--- src/rtl/ptt_pkg.sv ---
/*
  Shared constants and types of the periodic tick timebase.
  Assumes a single system clock domain and a plain register port.
*/
package ptt_pkg;
  // Register map, one 8-bit control register
  localparam logic [3:0] TICK_CONTROL_ADDR = 4'h0;
  localparam logic [7:0] TICK_CONTROL_RESET = 8'h00;
  // Field positions of tick_control
  localparam int TICK_FLAG_POS = 7;
  localparam int TICK_FLAG_CLEAR_POS = 6;
  localparam int TAP_SELECT_LSB = 3;
  localparam int TICK_IRQ_ENABLE_POS = 2;
  localparam int TICK_RUN_ENABLE_POS = 1;
  // Divider chain
  localparam int CHAIN_STAGES = 15;
  localparam int PRESCALE128_BITS = 7;
  localparam logic [6:0] PRESCALE128_LAST = 7'h7f;

  typedef struct packed {
    logic tickRunEnable;
    logic tickIrqEnable;
    logic [2:0] tapSelect;
  } ptt_ctrl_s;
endpackage

--- src/rtl/ptt_sync.sv ---
/*
  Three-flop synchroniser for an outside level.
  Assumes the input is asynchronous to sys_clk; the change counts when stages two and three agree.
*/
`timescale 1ns/100ps
module ptt_sync (
  input wire logic sys_clk,
  input wire logic resetn,
  input wire logic asyncIn,
  output logic syncOut
);
  logic [2:0] stage;
  logic next_syncOut;

  // Hold the output until the last two stages agree
  always_comb begin
    next_syncOut = syncOut;
    if (stage[1] == stage[2]) begin
      next_syncOut = stage[2];
    end
  end

  // Shift chain and output register
  always_ff @(posedge sys_clk or negedge resetn) begin
    if (!resetn) begin
      stage <= 3'h0;
      syncOut <= 1'b0;
    end else begin
      stage <= {stage[1:0], asyncIn};
      syncOut <= next_syncOut;
    end
  end
endmodule

--- src/rtl/ptt_timebase.sv ---
/*
  Periodic tick timebase: prescaler, 15-stage divider, tick flag and control register.
  Assumes osc_ref_clock arrives as an asynchronous pin slower than sys_clk / 3,
  low-power mode levels come from the clock generator on sys_clk, config straps are static.
*/
`timescale 1ns/100ps
module ptt_timebase #(
  parameter int STAGES = ptt_pkg::CHAIN_STAGES
) (
  input wire logic sys_clk,
  input wire logic resetn,
  input wire logic osc_ref_clock,
  input wire logic prescale128_select,
  input wire logic osc_run_in_stop,
  input wire logic waitMode,
  input wire logic stopMode,
  input wire logic [3:0] regAddr,
  input wire logic [7:0] regWdata,
  input wire logic regWrite,
  input wire logic regRead,
  output logic [7:0] regRdata,
  output logic tickIrq
);
  ptt_pkg::ptt_ctrl_s ctrl;
  ptt_pkg::ptt_ctrl_s next_ctrl;
  logic tick_flag;
  logic next_tick_flag;
  logic [7:0] next_regRdata;
  logic [STAGES-1:0] chain;
  logic [STAGES-1:0] next_chain;
  logic [ptt_pkg::PRESCALE128_BITS-1:0] prescale;
  logic [ptt_pkg::PRESCALE128_BITS-1:0] next_prescale;
  logic oscLevel;
  logic oscLevelLast;
  logic oscRise;
  logic tick_source_clock;
  logic active;
  logic busOpen;
  logic rollover;
  logic [STAGES-1:0] chainInc;

  // Tap bit index of the chain for each select code
  function automatic int tapBit(input logic [2:0] sel);
    case (sel)
      3'h0: tapBit = 14;
      3'h1: tapBit = 12;
      3'h2: tapBit = 10;
      3'h3: tapBit = 6;
      3'h4: tapBit = 5;
      3'h5: tapBit = 4;
      3'h6: tapBit = 3;
      default: tapBit = 2;
    endcase
  endfunction

  // Reference clock pin brought into sys_clk domain
  ptt_sync oscSync (
    .sys_clk(sys_clk),
    .resetn(resetn),
    .asyncIn(osc_ref_clock),
    .syncOut(oscLevel)
  );

  // Activity and register reach in low-power modes
  assign active = !stopMode || osc_run_in_stop;
  assign busOpen = !waitMode && !stopMode;
  assign oscRise = oscLevel && !oscLevelLast && active;

  // Optional divide-by-128 ahead of the chain
  always_comb begin
    next_prescale = prescale;
    tick_source_clock = oscRise;
    if (!ctrl.tickRunEnable || !prescale128_select) begin
      next_prescale = '0;
    end else if (oscRise) begin
      next_prescale = prescale + 7'h01;
    end
    if (prescale128_select) begin
      tick_source_clock = oscRise && (prescale == ptt_pkg::PRESCALE128_LAST);
    end
  end

  // Divider chain; the tap rolls over when its bit rises
  always_comb begin
    chainInc = chain + {{(STAGES-1){1'b0}}, 1'b1};
    next_chain = chain;
    rollover = 1'b0;
    if (!ctrl.tickRunEnable) begin
      next_chain = '0;
    end else if (tick_source_clock) begin
      next_chain = chainInc;
      // A tap bit rising from zero to one marks each period; the first comes
      // after half a period since the chain starts at zero
      rollover = !chain[tapBit(ctrl.tapSelect)] && chainInc[tapBit(ctrl.tapSelect)];
    end
  end

  // Control register writes and the tick flag
  always_comb begin
    next_ctrl = ctrl;
    next_tick_flag = tick_flag;
    if (regWrite && busOpen && regAddr == ptt_pkg::TICK_CONTROL_ADDR) begin
      next_ctrl.tickRunEnable = regWdata[ptt_pkg::TICK_RUN_ENABLE_POS];
      next_ctrl.tickIrqEnable = regWdata[ptt_pkg::TICK_IRQ_ENABLE_POS];
      next_ctrl.tapSelect = regWdata[ptt_pkg::TAP_SELECT_LSB +: 3];
      if (regWdata[ptt_pkg::TICK_FLAG_CLEAR_POS]) begin
        next_tick_flag = 1'b0;
      end
    end
    if (rollover) begin
      next_tick_flag = 1'b1;
    end
  end

  // Read data the cycle after a read strobe; other addresses read zero
  always_comb begin
    next_regRdata = 8'h00;
    if (regRead && busOpen && regAddr == ptt_pkg::TICK_CONTROL_ADDR) begin
      next_regRdata[ptt_pkg::TICK_FLAG_POS] = tick_flag;
      next_regRdata[ptt_pkg::TAP_SELECT_LSB +: 3] = ctrl.tapSelect;
      next_regRdata[ptt_pkg::TICK_IRQ_ENABLE_POS] = ctrl.tickIrqEnable;
      next_regRdata[ptt_pkg::TICK_RUN_ENABLE_POS] = ctrl.tickRunEnable; // clear bit reads zero
    end
  end

  // State registers
  always_ff @(posedge sys_clk or negedge resetn) begin
    if (!resetn) begin
      ctrl <= ptt_pkg::ptt_ctrl_s'(5'h00);
      tick_flag <= 1'b0;
      chain <= '0;
      prescale <= '0;
      oscLevelLast <= 1'b0;
      regRdata <= ptt_pkg::TICK_CONTROL_RESET;
      tickIrq <= 1'b0;
    end else begin
      ctrl <= next_ctrl;
      tick_flag <= next_tick_flag;
      chain <= next_chain;
      prescale <= next_prescale;
      oscLevelLast <= oscLevel;
      regRdata <= next_regRdata;
      tickIrq <= next_tick_flag && next_ctrl.tickIrqEnable;
    end
  end
endmodule

--- config.mk ---
export PLATFORM = sky130hd
export DESIGN_NAME = ptt_timebase
export DESIGN_NICKNAME = d
export VERILOG_FILES = /design/src/rtl/ptt_pkg.sv /design/src/rtl/ptt_sync.sv /design/src/rtl/ptt_timebase.sv
export SDC_FILE = /design/constraint.sdc
export NUM_CORES = 1
export LEC_CHECK = 0
export BUFFER_PORTS_ARGS = -buffer_cell sky130_fd_sc_hd__buf_2
export CORE_ASPECT_RATIO = 0.6
export CORE_MARGIN = 1.5
export CORE_UTILIZATION = 50
export DETAILED_ROUTE_END_ITERATION = 10
export PLACE_DENSITY = 0.75
export SLEW_MARGIN = 10
export SYNTH_ARGS = -nofsm -noshare
export SYNTH_HDL_FRONTEND = slang
export SYNTH_SLANG_ARGS = --single-unit
--- constraint.sdc ---
create_clock -name sys_clk -period 2 [get_ports sys_clk]
set_input_delay 0.2 -clock sys_clk [delete_from_list [all_inputs] [get_ports sys_clk]]
set_output_delay 0.2 -clock sys_clk [all_outputs]
set_load 0.005 [all_outputs]
# Word level (Yosys, flattened, before mapping)
# Cells that the tools add are included.
dict set report word_totals {
  register_bits 40
  latchBits 0
  ramBits 0
  mem_bits_ro 0
  inputBits 21
  output_inout_bits 9
  wordCells 66
  memories 0
}
dict set report op_classes {
  add_sub_neg 2
  mul 0
  div_mod_pow 0
  n_lt_le_gt_ge 1
  n_eq_ne 9
  shifts 0
  muxes 22
  n_bitwise 0
  n_reduce_logical 21
}
# cell count
set ops {}
lappend ops {{$mux W32} 2}
lappend ops {{$lt A32 B6 Y1 const B} 1}
lappend ops {{$mux W15} 2}
lappend ops {{$pmux W4 S7} 1}
lappend ops {{$add A15 B1 Y15 const B} 1}
lappend ops {{$mux W7} 2}
lappend ops {{$mux W1} 11}
lappend ops {{$logic_and A1 B1 Y1} 10}
lappend ops {{$eq A3 B3 Y1 const B} 3}
lappend ops {{$bmux W1 S4} 2}
lappend ops {{$add A7 B1 Y7 const B} 1}
lappend ops {{$eq A7 B7 Y1 const B} 1}
lappend ops {{$eq A3 B2 Y1 const B} 2}
lappend ops {{$logic_not A1 Y1} 6}
lappend ops {{$mux W5} 1}
lappend ops {{$logic_not A4 Y1} 1}
lappend ops {{$mux W4} 1}
lappend ops {{$eq A3 B1 Y1 const B} 1}
lappend ops {{$logic_not A3 Y1} 1}
lappend ops {{$logic_or A1 B1 Y1} 2}
lappend ops {{$ne A2 B1 Y1 const B} 1}
lappend ops {{$reduce_bool A2 Y1} 1}
lappend ops {{$eq A1 B1 Y1} 1}

# Longest topological paths before layout
dict set report logic_depth {
  ltp_word 16
  mapped_depth 8
  depth_no_buf 7
}

# Cells and area by module
# Synthesis repeated with hierarchy kept, for this count alone.
dict set report hier_totals {
  cells_unflattened 193
  area_unflattened_um2 2029.4
}
# mod n_inst cells_each area_each_um2
set by_module_without_submodules {}
lappend by_module_without_submodules {ptt_timebase 1 188 1918.1}
lappend by_module_without_submodules {ptt_sync 1 5 111.4}

# Least setup slack after synthesis
# OpenSTA, ideal clock, no wires.
dict set report synth_path {
  path_type {flip-flop to flip-flop}
  startpoint {register chain[0]}
  endpoint {register chain[14]}
  setup_ns 0.119
  t_arrival_ns 1.631
  required_time_ns 1.881
  slack_ns 0.250
  stages_incl_launch_ff 8
  path_buffers 0
  period_less_slack_ns 1.750
  cell_sequence {dfrtp_1 ha_1 nand3_1 nor3_2 and3_1 nand4_1 xnor2_1 and2_1}
}
dict set report synth_between {
  elab_chain_len 3
}
# element line_no
set synth_rtl {}
lappend synth_rtl {{start: declaration} ptt_timebase.sv:29} ;# logic [STAGES-1:0] chain;
lappend synth_rtl {{start signal: assignment} ptt_timebase.sv:139} ;# chain <= next_chain;
lappend synth_rtl {{$add A15 B1 Y15} ptt_timebase.sv:85} ;# chainInc = chain + {{(STAGES-1){1'b0}}, 1'b1};
lappend synth_rtl {{$mux W15} ptt_timebase.sv:90} ;# end else if (tick_source_clock) begin
lappend synth_rtl {{$mux W15} ptt_timebase.sv:88} ;# if (!ctrl.tickRunEnable) begin
# Every way passes these cells. The select of a mux whose other input is x is not followed.
# A chain may end at the register's enable or synchronous reset.

# Worst setup path after layout
dict set report layout_path {
  startpoint {register chain[1]}
  endpoint {register tickIrq}
}
dict set report layout_between {
  elab_chain_len 9
  elab_cells_between_ends 13
  cone_classes {add/sub (1); mux (9); reduce/logical (3)}
}
# element line_no
set layout_rtl {}
lappend layout_rtl {{$add A15 B1 Y15 or $bmux W1 S4 (tied branches)} {ptt_timebase.sv:85, ptt_timebase.sv:94}}
lappend layout_rtl {{$bmux W1 S4 or $mux W1 (tied branches)} ptt_timebase.sv:94} ;# rollover = !chain[tapBit(ctrl.tapSelect)] && chainInc[tapBit(ctrl.tapSelect)];
lappend layout_rtl {{$mux W1 (not written as such)} ptt_timebase.sv:94}
lappend layout_rtl {{$mux W1 (not written as such) or $logic_not A1 Y1 (tied branches)} ptt_timebase.sv:94}
lappend layout_rtl {{$logic_and A1 B1 Y1 (*)} ptt_timebase.sv:94}
lappend layout_rtl {{$mux W1 (*)} ptt_timebase.sv:90}
lappend layout_rtl {{$mux W1 (*)} ptt_timebase.sv:88}
lappend layout_rtl {{$mux W1 (*)} ptt_timebase.sv:110} ;# if (rollover) begin
lappend layout_rtl {{$logic_and A1 B1 Y1 (*)} ptt_timebase.sv:143} ;# tickIrq <= next_tick_flag && next_ctrl.tickIrqEnable;
lappend layout_rtl {{end signal: assignment} ptt_timebase.sv:143}
lappend layout_rtl {{end: declaration} ptt_timebase.sv:22} ;# output logic tickIrq
# Every way passes the cells marked *; elsewhere a longest branch is shown, timed or not. The select of a mux whose other input is x is not followed.

==> flow_summary_export.csv <==
group,metric,value,unit
clock_network,cts.clk_slew.worst_paths,70,ps
setup_path,slowest_delay,400,ps
timing,clock.fmax,0.540,GHz
global_routing,grt_pass1_vias,1420,
drt,drc,0,
logic_synthesis,yosysUniqueCellTypes,45,
timing,setup_viol,0,
layout,final_area,2320,um^2
floorplanning,dieWidth,85.5,um
logic_synthesis,synth-compound-area-share,0.0515,
clock_network,cts_root_buf,"clkbuf_8",
setup_path,cp_num_buf_inv,1,
setup_path,worst-path-max-fanout,5,
timing,hold_ws,13.0,ps
global_routing,grt_max_degree,21,
logic_synthesis,netlist_instances,193,
clock_network,clock_path_buffers,2,
timing,finalCritPeriodShare,0.926,
logic_synthesis,synth_top_family_by_area,"simple AND/OR/NAND/NOR gates",
global_routing,gr-usage-all-layers,0.210,
logic_synthesis,synthesis.area,2040,um^2
logic_synthesis,synth_simple_gate_area_share,0.255,
floorplanning,ios,30,
logic_synthesis,synthArstFlopShare,1.00,
hold_path,hp-class,"input pin to flip-flop",
floorplanning,die_h,52.5,um
outcome,run_status,"completed",
drt,via_per_inst,5.39,
power_and_ir_drop,leakage,1.10,nW
power_and_ir_drop,p_per_area,677,nW/um^2
logic_synthesis,synthMuxAreaShare,0.0423,
timing,fin_skew,3.58,ps
place,port-buffer-count,25,
drt,drt-initial-drc-count,85,
floorplanning,row_count,17,
global_routing,gr-total-overflow,0,
layout,fill_cells,324,
layout,diodes,0,
timing,rsz0062_at_grt,"false",
place,place_area,2210,um^2
logic_synthesis,yosysWarnings,0,
layout,seqCellArea,1000,um^2
timing,slew_headroom,0.658,
drt,wire_per_inst,15.2,um
drt,vias,1472,
logic_synthesis,synth_ff_type,"dfrtp_1",
clock_network,cts_sinks,40,
place,finalWeightedCongestion,0.853,
logic_synthesis,synth-seq-cells,40,
layout,layout-area-overhead-vs-synth,13.6,%
drt,firstDrtPassIters,4,
clock_network,h-tree-depth,2,
clock_network,worstSkewPairLatency,290,ps
layout,nNetsFinal,248,
setup_path,critPathTopFamily,"compound AO/OA/AOI/OAI gates",
clock_network,post_cts_buffers,0,
setup_path,cp-end-kind,"flip-flop",
floorplanning,coreArea,3790,um^2
logic_synthesis,synth_adder_area_share,0.0172,
setup_path,crit_type,"flip-flop to flip-flop",
layout,multiInputGateArea,962,um^2
logic_synthesis,synth-seq-area-share,0.491,
layout,final_common_cell,"dfrtp_1",
setup_path,worstSetupStartpointType,"flip-flop",
flow_run,drv_cap,0,
logic_synthesis,avgSynthCellArea,10.6,um^2
timing,final_max_slew_viol_count,0,
timing,period_needed,1850,ps
power_and_ir_drop,ir_drop,467,uV
setup_path,worst_path_max_delay_cell,"dfrtp_1",
logic_synthesis,synth-xor-area-share,0.0988,
timing,tightest_slew,513,ps
power_and_ir_drop,power,0.00157,W
place,post-dp-hpwl,2930,um
layout,drive_above_1_share,0.239,
setup_path,worstPathRequired,2210,ps
clock_network,cts-buffers-inserted,5,
setup_path,cp.arrival,2060,ps
global_routing,grt_first_pass_wirelength,6930,um
global_routing,antenna_found_initial,0,
drt,ant_nets,0,
logic_synthesis,synth_edf_count,0,
floorplanning,dieArea,4480,um^2
timing,hold_violations,0,
setup_path,cp_cell_sequence,"ha_1 -> nand3_1 -> buf_4 -> nand2_1 -> a21oi_1 -> o311ai_1 -> a31oi_1 -> nor3b_2",
clock_network,tritoncts,"yes",
drt,wirelength,4150,um
timing,final.setup.tns,0,ps
floorplanning,initial_utilization,0.539,
layout,final_cell_mix,"dfrtp_1, buf_2, nand2_1",
==> Yosys cell counts, types with 3 or more instances <==
master / number / area share
and3_1: 8 / 0.025
nand3_1: 4 / 0.0098
dfrtp_1: 40 / 0.49
buf_4: 5 / 0.018
nor2_1: 13 / 0.024
xor2_1: 9 / 0.039
mux2_2: 5 / 0.028
nand2_1: 18 / 0.033
mux2i_1: 3 / 0.015
xnor2_1: 14 / 0.060
o21ai_0: 4 / 0.0098
nor2b_1: 3 / 0.0092
and2_1: 16 / 0.049
nand4_1: 11 / 0.034
==> repair_timing <==
action,in CTS,in global routing
resized for setup,0,4
endpoints found under the setup margin,0,16
hold endpoints to repair,40,0
hold buffers,1,0
==> through the flow <==
step	worst slack (ps)	instances	util
final	148	273	0.612
after global routing	24.4	273	0.612
after floorplan	250	194	-
after detailed placement	63.5	264	0.583
after CTS	16.7	273	0.609
after global placement	111	264	0.583
==> routing by layer <==
| metal | vias to the layer above | wire [um] | track usage |
|---|---|---|---|
| li1 | 723 | - | - |
| met1 | 720 | 2100 | 0.294 |
| met2 | 25 | 1860 | 0.322 |
| met3 | 4 | 147 | 0.0520 |
| met4 | 0 | 38 | 0.0699 |
| met5 | - | 0 | 0 |
==> final timing paths <==
kind | startpoint | to | slack [ps] | cells past startpoint
setup / recovery | chain[1] | tickIrq | 150 | 8
hold / removal | osc_ref_clock | oscSync.stage[0] | 10 | 1
max in group asynchronous | resetn | chain[2] | 1340 | 3
setup reg to reg | chain[1] | tickIrq | 150 | 8
min in group asynchronous | resetn | ctrl[4] | 220 | 2
hold reg to reg | oscSync.stage[0] | oscSync.stage[1] | 350 | 0
==> power breakdown <==
part	internal [W]	total, W	switching [W]
Clock	0.000281	0.000547	0.000266
Combinational	0.0000751	0.000165	0.0000898
Sequential	0.000830	0.000858	0.0000279
==> cells by family after synthesis <==
kind of cell	Yosys count
and+or+nand+nor	90
DFF	40
xor gates and xnor gates	23
AOI/OAI and AO/OA	16
buffers and inverters	12
muxes	8
adders and majority gates	3
other	1
==> final cells by class <==
class / instances / share of cell area
repair buffers: 34 / 0.0842
flip-flops and latches: 40 / 0.433
well taps: 47 / 0.0254
inverters: 2 / 0.00324
clock buffers: 8 / 0.0389
multi-input cells: 142 / 0.415
==> registers in the layout, indices dropped and copies added, names as in the netlist <==
| signal | flops |
|---|---|
| chain | 15 |
| ctrl | 5 |
| oscLevelLast | 1 |
| oscSync.stage | 3 |
| oscSync.syncOut | 1 |
| prescale | 7 |
| regRdata | 6 |
| tickIrq | 1 |
| tick_flag | 1 |
(Power assumes the default switching activity.)
